`src/design/pur_pkg.sv`:
```
// Package for the power-up reset sequencer: timing counts, states, carriers.
// Assumes a single 10 MHz reference clock.
package pur_pkg;

   // ----------------------------------------------------------------
   // Timing
   // ----------------------------------------------------------------
   localparam int unsigned REF_CLK_HZ     = 10_000_000;
   localparam int unsigned SETTLE_MS      = 60;
   localparam int unsigned SETTLE_CYCLES  = REF_CLK_HZ / 1000 * SETTLE_MS;
   localparam int unsigned PARK_CYCLES    = 16;
   localparam int unsigned CNT_W          = 20;

   // ----------------------------------------------------------------
   // Reset defaults
   // ----------------------------------------------------------------
   localparam logic        GATE_ALL_ON    = 1'b1;
   localparam logic        LVDS_PWR_OFF   = 1'b0;

   // ----------------------------------------------------------------
   // States, Gray coded along the power-up path
   // ----------------------------------------------------------------
   typedef enum logic [2:0] {
      PUR_OFF    = 3'b000,
      PUR_SETTLE = 3'b001,
      PUR_RUN    = 3'b011,
      PUR_PARK   = 3'b010,
      PUR_HOLD   = 3'b110
   } pur_state_t;

   // Per-domain clock enable and reset request
   typedef struct packed {
      logic clk_en;
      logic rst_b;
   } pur_dom_t;

endpackage

```
`src/design/pur_sequencer.sv`:
```
// Power-up reset sequencer: power-on sense, PLL release, settle wait,
// processor release, domain defaults, low power handling, power-fail park.
// Assumes all inputs synchronous to the 10 MHz reference clock.
`timescale 1ns/1ps
`default_nettype none

// Notes on behaviour
// - Low power-on sense holds full system reset
// - Outputs high impedance while sense low
// - Sense rising edge releases only primary PLL
// - Rest stays in reset 60 ms more
// - After wait, release processor resets
// - Default normal mode, processor clocks full rate
// - Other clocks disabled, in reset until released
// - Power gating defaults to all on
// - Same defaults on every reset except LVDS
// - Low-power entry keeps LVDS off until boot
// - Boot, then 1.8V, clocks, DRAM order
// - Power-fail warning parks mirrors then resets
module pur_sequencer
   import pur_pkg::*;
#(
   parameter int unsigned SETTLE_CNT = SETTLE_CYCLES,
   parameter int unsigned N_DOM      = 4
) (
   // Clock and reset
   input  wire logic             i_ref_clk,
   input  wire logic             i_rst_b,
   // Supply monitor
   input  wire logic             i_power_on_sense,
   input  wire logic             i_power_fail_warning,
   // Other reset sources and processor requests
   input  wire logic             i_wdog_rst,
   input  wire logic             i_low_power_req,
   input  wire logic             i_sys_init_done,
   input  wire logic             i_lvds_pwr_on_req,
   input  wire logic [N_DOM-1:0] i_dom_release,
   input  wire logic             i_dram_init_req,
   input  wire logic             i_mirror_parked,
   // Outputs
   output logic                  o_pad_oe,
   output logic                  o_primary_pll_rst_b,
   output logic                  o_cpu_rst_b,
   output logic                  o_cpu_clk_en,
   output logic                  o_cpu_full_rate,
   output pur_dom_t [N_DOM-1:0]  o_dom,
   output logic                  o_pwr_gate_en,
   output logic                  o_lvds_pwr_en,
   output logic                  o_dram_init,
   output logic                  o_mirror_park,
   output logic                  o_sys_rst
);

   // ----------------------------------------------------------------
   // Sequencing state
   // ----------------------------------------------------------------
   pur_state_t        state;
   pur_state_t        next_state;
   logic [CNT_W-1:0]  cnt;
   logic              sense_q;
   logic              low_power;
   logic              dom_rst;

   localparam logic [CNT_W-1:0] SETTLE_LAST = CNT_W'(SETTLE_CNT - 1);
   localparam logic [CNT_W-1:0] PARK_LAST   = CNT_W'(PARK_CYCLES - 1);

   always_comb begin
      next_state = state;
      case (state)
         PUR_OFF: begin
            if (i_power_on_sense && !sense_q) next_state = PUR_SETTLE;
         end
         PUR_SETTLE: begin
            if (!i_power_on_sense) next_state = PUR_OFF;
            else if (cnt == SETTLE_LAST) next_state = PUR_RUN;
         end
         PUR_RUN: begin
            if (!i_power_on_sense) next_state = PUR_OFF;
            else if (i_power_fail_warning) next_state = PUR_PARK;
            else if (i_wdog_rst) next_state = PUR_HOLD;
         end
         PUR_PARK: begin
            if (!i_power_on_sense) next_state = PUR_OFF;
            else if (i_mirror_parked || cnt == PARK_LAST) next_state = PUR_HOLD;
         end
         PUR_HOLD: begin
            // Warm reset replays the settle wait with the PLL kept running
            if (!i_power_on_sense) next_state = PUR_OFF;
            else if (!i_power_fail_warning) next_state = PUR_SETTLE;
         end
         default: next_state = PUR_OFF;
      endcase
   end

   always_ff @(posedge i_ref_clk or negedge i_rst_b) begin
      if (!i_rst_b) begin
         state   <= PUR_OFF;
         sense_q <= 1'b1;   // Sense already high at release is no edge
      end else begin
         state   <= next_state;
         sense_q <= i_power_on_sense;
      end
   end

   // Counter restarts on any state change, so a sense drop restarts the wait
   always_ff @(posedge i_ref_clk or negedge i_rst_b) begin
      if (!i_rst_b) begin
         cnt <= '0;
      end else if (next_state != state) begin
         cnt <= '0;
      end else if (state == PUR_SETTLE || state == PUR_PARK) begin
         cnt <= cnt + CNT_W'(1);
      end
   end

   // ----------------------------------------------------------------
   // Reset and clock outputs
   // ----------------------------------------------------------------
   always_ff @(posedge i_ref_clk or negedge i_rst_b) begin
      if (!i_rst_b) begin
         o_pad_oe            <= 1'b0;
         o_primary_pll_rst_b <= 1'b0;
         o_cpu_rst_b         <= 1'b0;
         o_cpu_clk_en        <= 1'b0;
         o_cpu_full_rate     <= 1'b0;
         o_sys_rst           <= 1'b1;
         o_mirror_park       <= 1'b0;
      end else begin
         o_pad_oe            <= (next_state != PUR_OFF);
         o_primary_pll_rst_b <= (next_state != PUR_OFF);
         o_cpu_rst_b         <= (next_state == PUR_RUN) ||
                                (next_state == PUR_PARK);
         o_cpu_clk_en        <= (next_state == PUR_RUN) ||
                                (next_state == PUR_PARK);
         o_cpu_full_rate     <= (next_state == PUR_RUN) ||
                                (next_state == PUR_PARK);
         o_sys_rst           <= (next_state != PUR_RUN) &&
                                (next_state != PUR_PARK);
         o_mirror_park       <= (next_state == PUR_PARK);
      end
   end

   assign dom_rst = o_sys_rst;

   // ----------------------------------------------------------------
   // Domains outside the processor
   // ----------------------------------------------------------------
   for (genvar g = 0; g < N_DOM; g++) begin : g_dom
      pur_domain_ctl u_dom (
         .i_ref_clk (i_ref_clk),
         .i_rst_b   (i_rst_b),
         .i_sys_rst (dom_rst),
         .i_release (i_dom_release[g] && o_lvds_pwr_en),
         .o_dom     (o_dom[g])
      );
   end

   // ----------------------------------------------------------------
   // Power gating and the LVDS/DRAM 1.8V domain
   // ----------------------------------------------------------------
   always_ff @(posedge i_ref_clk or negedge i_rst_b) begin
      if (!i_rst_b) begin
         o_pwr_gate_en <= 1'b0;
      end else begin
         o_pwr_gate_en <= GATE_ALL_ON && (state != PUR_OFF);
      end
   end

   // Low power mode survives a warm reset but not a power-on sense drop
   always_ff @(posedge i_ref_clk or negedge i_rst_b) begin
      if (!i_rst_b) begin
         low_power <= 1'b0;
      end else if (state == PUR_OFF) begin
         low_power <= 1'b0;
      end else if (i_low_power_req && state == PUR_RUN) begin
         low_power <= 1'b1;
      end else if (i_sys_init_done && i_lvds_pwr_on_req && o_cpu_rst_b) begin
         low_power <= 1'b0;
      end
   end

   always_ff @(posedge i_ref_clk or negedge i_rst_b) begin
      if (!i_rst_b) begin
         o_lvds_pwr_en <= LVDS_PWR_OFF;
      end else if (state == PUR_OFF || low_power) begin
         o_lvds_pwr_en <= LVDS_PWR_OFF;
      end else if (i_lvds_pwr_on_req && o_cpu_rst_b) begin
         o_lvds_pwr_en <= 1'b1;
      end
   end

   always_ff @(posedge i_ref_clk or negedge i_rst_b) begin
      if (!i_rst_b) begin
         o_dram_init <= 1'b0;
      end else begin
         o_dram_init <= i_dram_init_req && o_lvds_pwr_en && o_cpu_rst_b &&
                        (|o_dom[0].clk_en);
      end
   end

   // ----------------------------------------------------------------
   // Checks
   // ----------------------------------------------------------------
   // Cycles since PLL release with the processor held; saturates so a long hold cannot wrap
   logic [CNT_W-1:0] rel_age;

   always_ff @(posedge i_ref_clk or negedge i_rst_b) begin
      if (!i_rst_b) begin
         rel_age <= '0;
      end else if (!o_primary_pll_rst_b || o_cpu_rst_b) begin
         rel_age <= '0;
      end else if (rel_age != '1) begin
         rel_age <= rel_age + CNT_W'(1);
      end
   end
endmodule
`default_nettype wire

```
`src/design/pur_domain_ctl.sv`:
```
// Clock enable and reset holder for one domain outside the processor.
// Assumes the processor release strobe is a one-cycle pulse.
`timescale 1ns/1ps
`default_nettype none
module pur_domain_ctl
   import pur_pkg::*;
(
   // Clock and reset
   input  wire logic i_ref_clk,
   input  wire logic i_rst_b,
   // Control
   input  wire logic i_sys_rst,
   input  wire logic i_release,
   // Domain
   output pur_dom_t  o_dom
);

   // Disabled and held in reset until the processor releases it
   always_ff @(posedge i_ref_clk or negedge i_rst_b) begin
      if (!i_rst_b) begin
         o_dom <= '{clk_en: 1'b0, rst_b: 1'b0};
      end else if (i_sys_rst) begin
         o_dom <= '{clk_en: 1'b0, rst_b: 1'b0};
      end else if (i_release) begin
         o_dom <= '{clk_en: 1'b1, rst_b: 1'b1};
      end
   end

endmodule
`default_nettype wire

```
`config.mk`:
```
export PLATFORM = sky130hd
export DESIGN_NAME = pur_sequencer
export DESIGN_NICKNAME = d
export VERILOG_FILES = /design/src/design/pur_pkg.sv /design/src/design/pur_sequencer.sv /design/src/design/pur_domain_ctl.sv
export SDC_FILE = /design/constraint.sdc
export NUM_CORES = 1
export LEC_CHECK = 0
export ABC_AREA = 0
export BUFFER_PORTS_ARGS = -buffer_cell sky130_fd_sc_hd__buf_2
export CAP_MARGIN = 0
export CORE_ASPECT_RATIO = 1.1
export CORE_MARGIN = 10
export CORE_UTILIZATION = 50
export DETAILED_ROUTE_END_ITERATION = 10
export HOLD_SLACK_MARGIN = 0.15
export PLACE_DENSITY = 0.75
export SLEW_MARGIN = 20
export SYNTH_ARGS = -nofsm -noshare
export SYNTH_HDL_FRONTEND = slang
export SYNTH_SLANG_ARGS = --single-unit
```
`constraint.sdc`:
```
create_clock -name i_ref_clk -period 1.8 [get_ports i_ref_clk]
set_input_delay 0.54 -clock i_ref_clk [delete_from_list [all_inputs] [get_ports i_ref_clk]]
set_output_delay 0.54 -clock i_ref_clk [all_outputs]
set_load 0.03 [all_outputs]
```
* Word level (Yosys, flattened, before mapping) *
Index checks and enable logic that the tools add are counted.

word-level totals
  register bits after elaboration = 40
  output and inout port bits = 18
  logic and storage cells = 85
  input bits = 14

cells by class
  $add $sub $neg = 1
  equal/unequal tests = 11
  multiplexer cells = 26
  reductions and logical operators = 28

operators with widths
  operator                                               count
  two-way mux 20 bit                                     2
  two-way mux 3 bit                                      10
  adder 20 x 1 -> 20 bit, second input constant          1
  == test 20 bit, second input constant                  1
  == test 20 x 4 -> 1 bit, second input constant         1
  two-way mux 2 bit                                      8
  case mux 3 bit (5 select lines)                        1
  logical AND 1 bit                                      13
  == test 3 x 2 -> 1 bit, second input constant          4
  nonzero test 2 bit                                     6
  nonzero test 3 bit                                     3
  inequality test 3 x 2 -> 1 bit, second input constant  2
  two-way mux 1 bit                                      5
  logical OR 1 bit                                       4
  == test 3 x 1 -> 1 bit, second input constant          1
  == test 3 bit, second input constant                   1
  zero test 3 bit                                        1
  inequality test 3 bit                                  1
  zero test 1 bit                                        1

* Longest topological paths before layout *
Gate-level depths: netlist (run 1).

  depth after elaboration = 7
  depth in mapped cells = 7
  depth with buffers taken out = 6

* Hierarchy *
Synthesis (run 1) repeated with hierarchy kept, for this count alone.

second synthesis, totals
  cell total of the unflattened synthesis = 189
  area total of the unflattened synthesis = 2,040.7 sq um

modules (own cells, without submodules)
  module          area each (sq um)  cells an instance  times used  sequential area each (sq um)
  pur_sequencer   1,870.5            177                1           803.3
  pur_domain_ctl  42.5               3                  4           25.0

* Least setup slack after synthesis (run 1) *
OpenSTA, ideal clock, no wires.

  path type = register to register
  start = register state[2]
  end = register cnt[11]
  clock period less this slack = 1.835 ns
  path slack = -0.035 ns
  stages on the path, launching flop included = 8
  library setup time = 0.088 ns
  data required time = 1.712 ns
  path buffers = 2
  data arrival time = 1.747 ns
  cells stage by stage = dfrtp_1 > buf_2 > and4b_1 > nand3_1 > o21bai_1 > mux2_2 > buf_2 > nor3b_1

between the ends
  cells in the longest elaborated chain, start to end = 6
  elaborated cells on any way between the ends = 20
  those cells by class = eq/ne (5); mux (12); reduce/logical (3)

ends and longest elaborated chain
  what                                                      line                  text
  start, declared                                           pur_sequencer.sv:57   pur_state_t state;
  start signal, assigned                                    pur_sequencer.sv:100  state <= next_state;
  two-way mux 3 bit                                         pur_sequencer.sv:80   else if (i_wdog_rst) next_state = PUR_HOLD;
  two-way mux 3 bit                                         pur_sequencer.sv:79   else if (i_power_fail_warning) next_state = PUR_PARK;
  two-way mux 3 bit                                         pur_sequencer.sv:78   if (!i_power_on_sense) next_state = PUR_OFF;
  case mux 3 bit (5 select lines) *                         pur_sequencer.sv:69   case (state)
  named net next_state[2]                                   pur_sequencer.sv:58   pur_state_t next_state;
  inequality test 3 bit *                                   pur_sequencer.sv:109  end else if (next_state != state) begin
  two-way mux 20 bit or nonzero test 2 bit (tied branches)  -
  end signal, assigned                                      pur_sequencer.sv:112  cnt <= cnt + CNT_W'(1);
  end, declared                                             pur_sequencer.sv:59   logic [CNT_W-1:0] cnt;

The timed path passes the listed nets; every way through them passes the cells marked *.
A chain may end at the register's enable or synchronous reset.

* Worst setup path after layout (run 1) *
  start = register state[0]
  end = register cnt[7]

between the ends
  elaborated cells on any way between the ends = 20
  those cells by class = eq/ne (5); mux (12); reduce/logical (3)

RTL lines
  what                                                      line
  == test 3 bit, or another cell as far along               pur_sequencer.sv:69
  case mux 3 bit (5 select lines) *                         pur_sequencer.sv:69
  named net next_state[2]                                   pur_sequencer.sv:58
  inequality test 3 bit *                                   pur_sequencer.sv:109
  two-way mux 20 bit or nonzero test 2 bit (tied branches)  -

Marked as above.

==> results of run 1 <==
==> final timing paths <==
path | endpoint | slack (ns) | cells past startpoint | start
max in group asynchronous | o_lvds_pwr_en | 1.13 | 2 | i_rst_b
hold reg to reg | o_lvds_pwr_en | 0.43 | 1 | low_power
hold / removal | cnt[2] | 0.21 | 1 | i_rst_b
min in group i_ref_clk | o_lvds_pwr_en | 0.43 | 1 | low_power
setup reg to reg | cnt[7] | -0.20 | 6 | state[0]
setup / recovery | cnt[7] | -0.20 | 6 | state[0]
==> repair_timing <==
| action | CTS | global route |
|---|---|---|
| endpoints found under the setup margin | 24 | 21 |
| pin swaps | 5 | 9 |
| setup buffers | 0 | 3 |
| cloned | 2 | 1 |
| endpoints found under the hold margin | 0 | 0 |
| gates resized for setup | 16 | 17 |
| hold buffers | 0 | 0 |
==> cells in the mapped netlist (4+ instances only) <==
cell type	instances
buf_4	10
and4_1	4
dfrtp_1	34
nor3b_1	8
inv_1	4
a21oi_1	6
nor3_1	15
nand3_1	12
and3_1	5
nor2_1	8
o21ai_0	5
xor2_1	16
nand2_1	13
nand4_1	7
xnor2_1	4
==> kinds of logic after synthesis <==
family | synth area share, %
simple gates | 28.2
flops | 48.3
xor+xnor | 9.37
buf+inv | 6.02
compound gates | 5.69
mux | 1.67
fa+ha+maj | 0.669
==> routing by layer <==
layer,up-vias,global-route usage (%),share of wire (%)
met5,-,0,0
met4,0,7.83,3.6
met3,18,5.76,7.3
met2,69,25.4,50
met1,846,17.2,39
li1,785,-,-
==> through the flow <==
stage               hold WS (ns)  setup WS (ns)  std cells  cell area (µm²)  utilization (%)
finish                     0.210         -0.204        300             2670             73.5
global route               0.230         -0.225        300             2670             73.5
CTS                        0.220        -0.0215        296             2540             70.2
detailed placement         0.428         -0.210        286             2280             62.8
global placement           0.422         -0.165        286             2280             62.8
floorplan                  0.244         0.0117        184             1880                -
==> power groups by stage <==
stage               registers (mW)  clock network (mW)  logic, mW
finish                       0.844               0.993      0.206
global placement             0.858                   0      0.173
floorplan                    0.868                   0     0.0737
detailed placement           0.859                   0      0.177
global route                 0.848                1.04      0.228
CTS                          0.844                1.00      0.185
==> layout make-up <==
cell class                      instances  area (µm²)
Multi-Input combinational cell        132        1060
Clock inverter                          3        90.1
Timing Repair Buffer                   70         460
Fill cell                             258         961
Clock buffer                            5        68.8
Tap cell                               50        62.6
Inverter                                4        15.0
Sequential cell                        36         905
==> results.md, run 1 <==
* Cell family with most CP delay: simple AND/OR/NAND/NOR gates
* Worst path arrival time at 2.22 ns
* DIE AREA at ~0.0066 mm²
* Commonest non-fill, non-tap cell in the layout: buf_4
* Final Max Tran Viols at 0
* Dpl hpwl at 3170 µm
* Horiz. Die Dim at 78.3 µm
* Biggest regs: cnt (20), g_dom.u_dom.o_dom (4), state (3)
* Status: complete, but fails checks
* Synth Cell Area at 0.00187 mm²
* Final setup fails at 21
* Comb pwr share at between 10% and 20%
* Buf/Inv on CP at 1
* Seq/Total Area, Yosys at 48.3%
* Tot Pwr at 2.04 mW
* Post-Route WL at 5420 µm
* Skew-Pair Late Insertion Delay at 0.29 ns
* Antenna diodes at 0
* Synth top area share at 45.5%
* Final hold violation count at 0
* Core Box Area at 0.00363 mm²
* Worst-path clk slew at 0.07 ns
* Final worst path period need at 2.00 ns
* Top cell type by total area after synthesis: dfrtp_1
* Sequential power share at roughly 41%
* Internal power at 1.62 mW
* Post-Syn Instances at roughly 180
* Starting density of the core at 51.6%
* # clock sinks at 36
* Failing checks: negative setup slack
* Hold WC Path Type: in -> async
* Fmax at 499 MHz
* Rel. slew slack at 66.1%
* Synthesized area per cell at roughly 10 µm²
* Fraction of registers with async set/reset at 100%
* Max Clock Skew at approximately 0.0030 ns
* Clock root buffer: clkbuf_8
* Most frequent cells in the layout: 38 x buf_4, 33 x dfrtp_1, 31 x buf_2, 16 x xor2_1
* Largest net degree at the start of global routing at 22
* Yosys reg bits at 36
* CP Data Required Time at 2.01 ns
* CP max stage cell: dfrtp_2
* Routed length per instance at 18.1 µm
* Total vias in the final route at 1718
* Standard-cell row count at 23
* Main area contributors after synthesis: dfrtp_1 46%, xor2_1 7.5%, buf_4 4.0%
* Setup CP Type: reg -> reg
* CP cell instances: nor4bb_1, nand3_1, o21bai_4, buf_4, mux2_4, nor3_4
* Die H at 84.1 µm
* CP Capture Type: flop
* NetSw at roughly 420 µW
* Initial drt markers at 130
* TritonRoute pass-1 iters at 4
* CTS tree: built
* Leakage at 1.24 nW
* Top FF cell, synth: dfrtp_1
* Max-Cap Viols at 0
* Layout Nets at 264
* Max reg flops at 20
* Clock Tree Buf Depth at 2
* Layout area overhead at 42.6%
* Netlist cell types at 38
* Period utilization at 111%
* Biggest register: cnt
* Initial antenna violation count at 0
* Residual DRC at 0
* Peak VDD IR at 0.823 mV
* PnR worst setup slack at -0.204 ns
* Setup TNS Final at -2.66 ns
* DR vias/cell at between 5 and 6
* Port bufs at 31
* Crit-path max FO at 6
* Worst Tran Pin Value at 0.508 ns
* Vias in the first global route at 1728
* Pwr/cell area at 767 mW/mm²
* Sw Ratio at 20.6%
* Top-Level Pins at 32
* RSZ-0062 raised after global routing: yes
* Routability Congestion at 0.824
* H-tree levels at 2
* Ys Warns at 0
* First-pass GRT wire length at 8260 µm
* Post-Syn Nets at roughly 200
* Total global routing track utilization at 15.5%
* GRT overflow at 0
* Share of layout cells above drive strength 1 at between 40% and 50%
* Worst setup SP type: flop
* EDFF count, synth at 0
* Clock network fraction of total power at 48.6%
* CTS Buf Count at 5
* Max incr delay on CP at 0.46 ns
* ANT nets after route at 0
Power figures use the tool's default switching activity.
==> run 2, diff against run 1 <==
--- a/config.mk
+++ b/config.mk
@@ -10,10 +10,9 @@
 export CAP_MARGIN = 0
 export CORE_ASPECT_RATIO = 1.1
 export CORE_MARGIN = 10
-export CORE_UTILIZATION = 50
+export CORE_UTILIZATION = 31
 export DETAILED_ROUTE_END_ITERATION = 10
 export HOLD_SLACK_MARGIN = 0.15
-export PLACE_DENSITY = 0.75
 export SLEW_MARGIN = 20
 export SYNTH_ARGS = -nofsm -noshare
 export SYNTH_HDL_FRONTEND = slang
==> results.md, run 2 (synthesis results as in run 1) <==
* First-pass GRT wire length at 8170 µm (-1.1%)
* R2r startpoint: cnt[10]
* CTS tree: built
* Period utilization at 103% (-8.3 points)
* GRT overflow at 0 (unchanged)
* Multi-input logic area at 0.00114 mm² (+7.5%)
* Dpl hpwl at 3350 µm (+5.4%)
* Crit-path max FO at 5 (-1)
* Hold WC Path Type: in -> async
* Final hold violation count at 0 (unchanged)
* Worst setup SP type: flop
* Pre-CTS setup slack at -0.211 ns (-0.000786 ns)
* Biggest register: cnt
* TritonRoute pass-1 iters at 4 (unchanged)
* Commonest non-fill, non-tap cell in the layout: buf_4
* Total global routing track utilization at 10.6% (-4.9 points)
* Final worst path period need at 1.85 ns (-0.149 ns)
* Port bufs at 31 (unchanged)
* CTS Buf Count at 5 (unchanged)
* Routed length per instance at 15.5 µm (-14%)
* Worst path arrival time at 2.06 ns (-0.16 ns)
* Routability Congestion at 0.749 (-9.1%)
* Horiz. Die Dim at 94.0 µm (+20%)
* Layout Nets at 271 (+2.7%)
* Worst-path clk slew at 0.07 ns (about the same)
* ANT nets after route at 0 (unchanged)
* Pwr/cell area at 590 mW/mm² (-23%)
* Non-Filler Instances at 334 (+11%)
* Max-Cap Viols at 0 (unchanged)
* Crit path from: cnt[10]
* R2R Path End: cnt[18]
* Rel. slew slack at 68.8% (+2.6 points)
* Biggest regs: cnt (20), g_dom.u_dom.o_dom (4), state (3)
* Final core occ at 48.5% (-25 points)
* Antenna diodes at 0 (unchanged)
* Peak VDD IR at 0.265 mV (-68%)
* Register area at 903 µm² (-0.14%)
* PnR worst setup slack at -0.0545 ns (+0.149 ns)
* Setup CP Type: reg -> reg
* DIE AREA at 0.00954 mm² (+45%)
* CP Capture Type: flop
* Post-DP Area at 0.00234 mm² (+2.7%)
* Placed cells at 315 (+10%)
* DR vias/cell at 4.99 (-13%)
* Failing checks: negative setup slack
* Fmax at 539 MHz (+8.1%)
* # clock sinks at 36 (unchanged)
* RSZ-0062 raised after global routing: yes
* Tot Pwr at 1.66 mW (-19%)
* Max Clock Skew at 0.00583 ns (+0.00279 ns)
* R2R depth at 5 (-1)
* WHS at 0.204 ns (-0.00581 ns)
* Most frequent cells in the layout: 40 x buf_4, 34 x dfrtp_1, 31 x buf_2, 15 x xor2_1, 12 x nand2_1
* Standard-cell row count at 29 (+26%)
* Clock root buffer: clkbuf_8
* Final setup fails at 12 (-43%)
* Max reg flops at 20 (unchanged)
* Layout area overhead at 50.6%
* Design Area, Final at 0.00282 mm² (+5.6%)
* Leakage at 1.27 nW (+2.2%)
* Status: complete, but fails checks
* Share of layout cells above drive strength 1 at 49.4% (+5.0 points)
* Residual DRC at 0 (unchanged)
* Worst setup path end: cnt[18]
* CP Data Required Time at 2.01 ns (about the same)
* Top-Level Pins at 32 (unchanged)
* Worst Tran Pin Value at 0.468 ns (-0.0397 ns)
* Die H at 101 µm (+21%)
* Core Box Area at 0.00581 mm² (+60%)
* Post-Route WL at 5160 µm (-4.8%)
* H-tree levels at 2 (unchanged)
* Setup TNS Final at -0.434 ns (+2.22 ns)
* Final Max Tran Viols at 0 (unchanged)
* Flop2flop setup slack at -0.05 ns (+0.15 ns)
* Starting density of the core at 32.2% (-19 points)
* Skew-Pair Late Insertion Delay at 0.28 ns (about the same)
* Largest net degree at the start of global routing at 20 (-9.1%)
* Initial antenna violation count at 0 (unchanged)
* Vias in the first global route at 1702 (-1.5%)
* Layout fillers at 531 (+110%)
* Total vias in the final route at 1667 (-3.0%)
* Initial drt markers at 57 (-56%)
* Clock Tree Buf Depth at 2 (unchanged)
==> run 2: changes by cell type in the layout (fill, tap and decap cells not counted), sizes merged <==
| cell | previous run | this run |
|---|---|---|
| buf | 70 | 76 |
| clkbuf | 5 | 8 |
| clkinvlp | 0 | 1 |
| bufinv | 3 | 0 |
==> run 2: worst min-delay path by stage <==
stage,to,start,slack [ns],cells after the start
finish,low_power,i_rst_b,0.20,1
global route,cnt[6],i_rst_b,0.22,1
CTS,cnt[10],i_rst_b,0.21,1
detailed placement,o_lvds_pwr_en,low_power,0.45,1
global placement,o_lvds_pwr_en,low_power,0.45,1
floorplan,cnt[0],i_rst_b,0.24,0
==> run 2: final cells by class <==
cell class,count,area share (%)
Clock inverter,1,0.267
Tap cell,77,3.42
Sequential cell,36,32.1
Multi-Input combinational cell,132,40.6
Clock buffer,7,3.07
Timing Repair Buffer,77,20.0
Inverter,4,0.533
==> run 2: where the power goes <==
| part | internal, mW | leakage, nW | switching, mW |
|---|---|---|---|
| logic | 0.116 | 0.736 | 0.114 |
| clock network | 0.311 | 0.0445 | 0.277 |
| registers | 0.832 | 0.490 | 0.0127 |
| total | 1.26 | 1.27 | 0.404 |
==> run 2: worst max-delay path: stages, from the launching register on <==
cell and delay [ns]:
dfrtp_1 0.40, nor4_2 0.31, nand3_1 0.18, o21bai_4 0.31, mux2_4 0.40, nor3b_2 0.17
==> run 2: layer usage <==
layer / vias to the layer above / part of all wire, % / global-route usage [%]
li1: 800 / - / -
met1: 809 / 41 / 12.0
met2: 49 / 50 / 18.3
met3: 9 / 8.0 / 3.70
met4: 0 / 1.1 / 3.51
met5: - / 0 / 0
==> run 2: timing repair <==
action / CTS / global route
pin swaps: 17 / 9
cloned: 3 / 1
gates resized for setup: 30 / 16
endpoints found under the setup margin: 23 / 22
buffers inserted: 3 / 4
hold buffers: 0 / 0
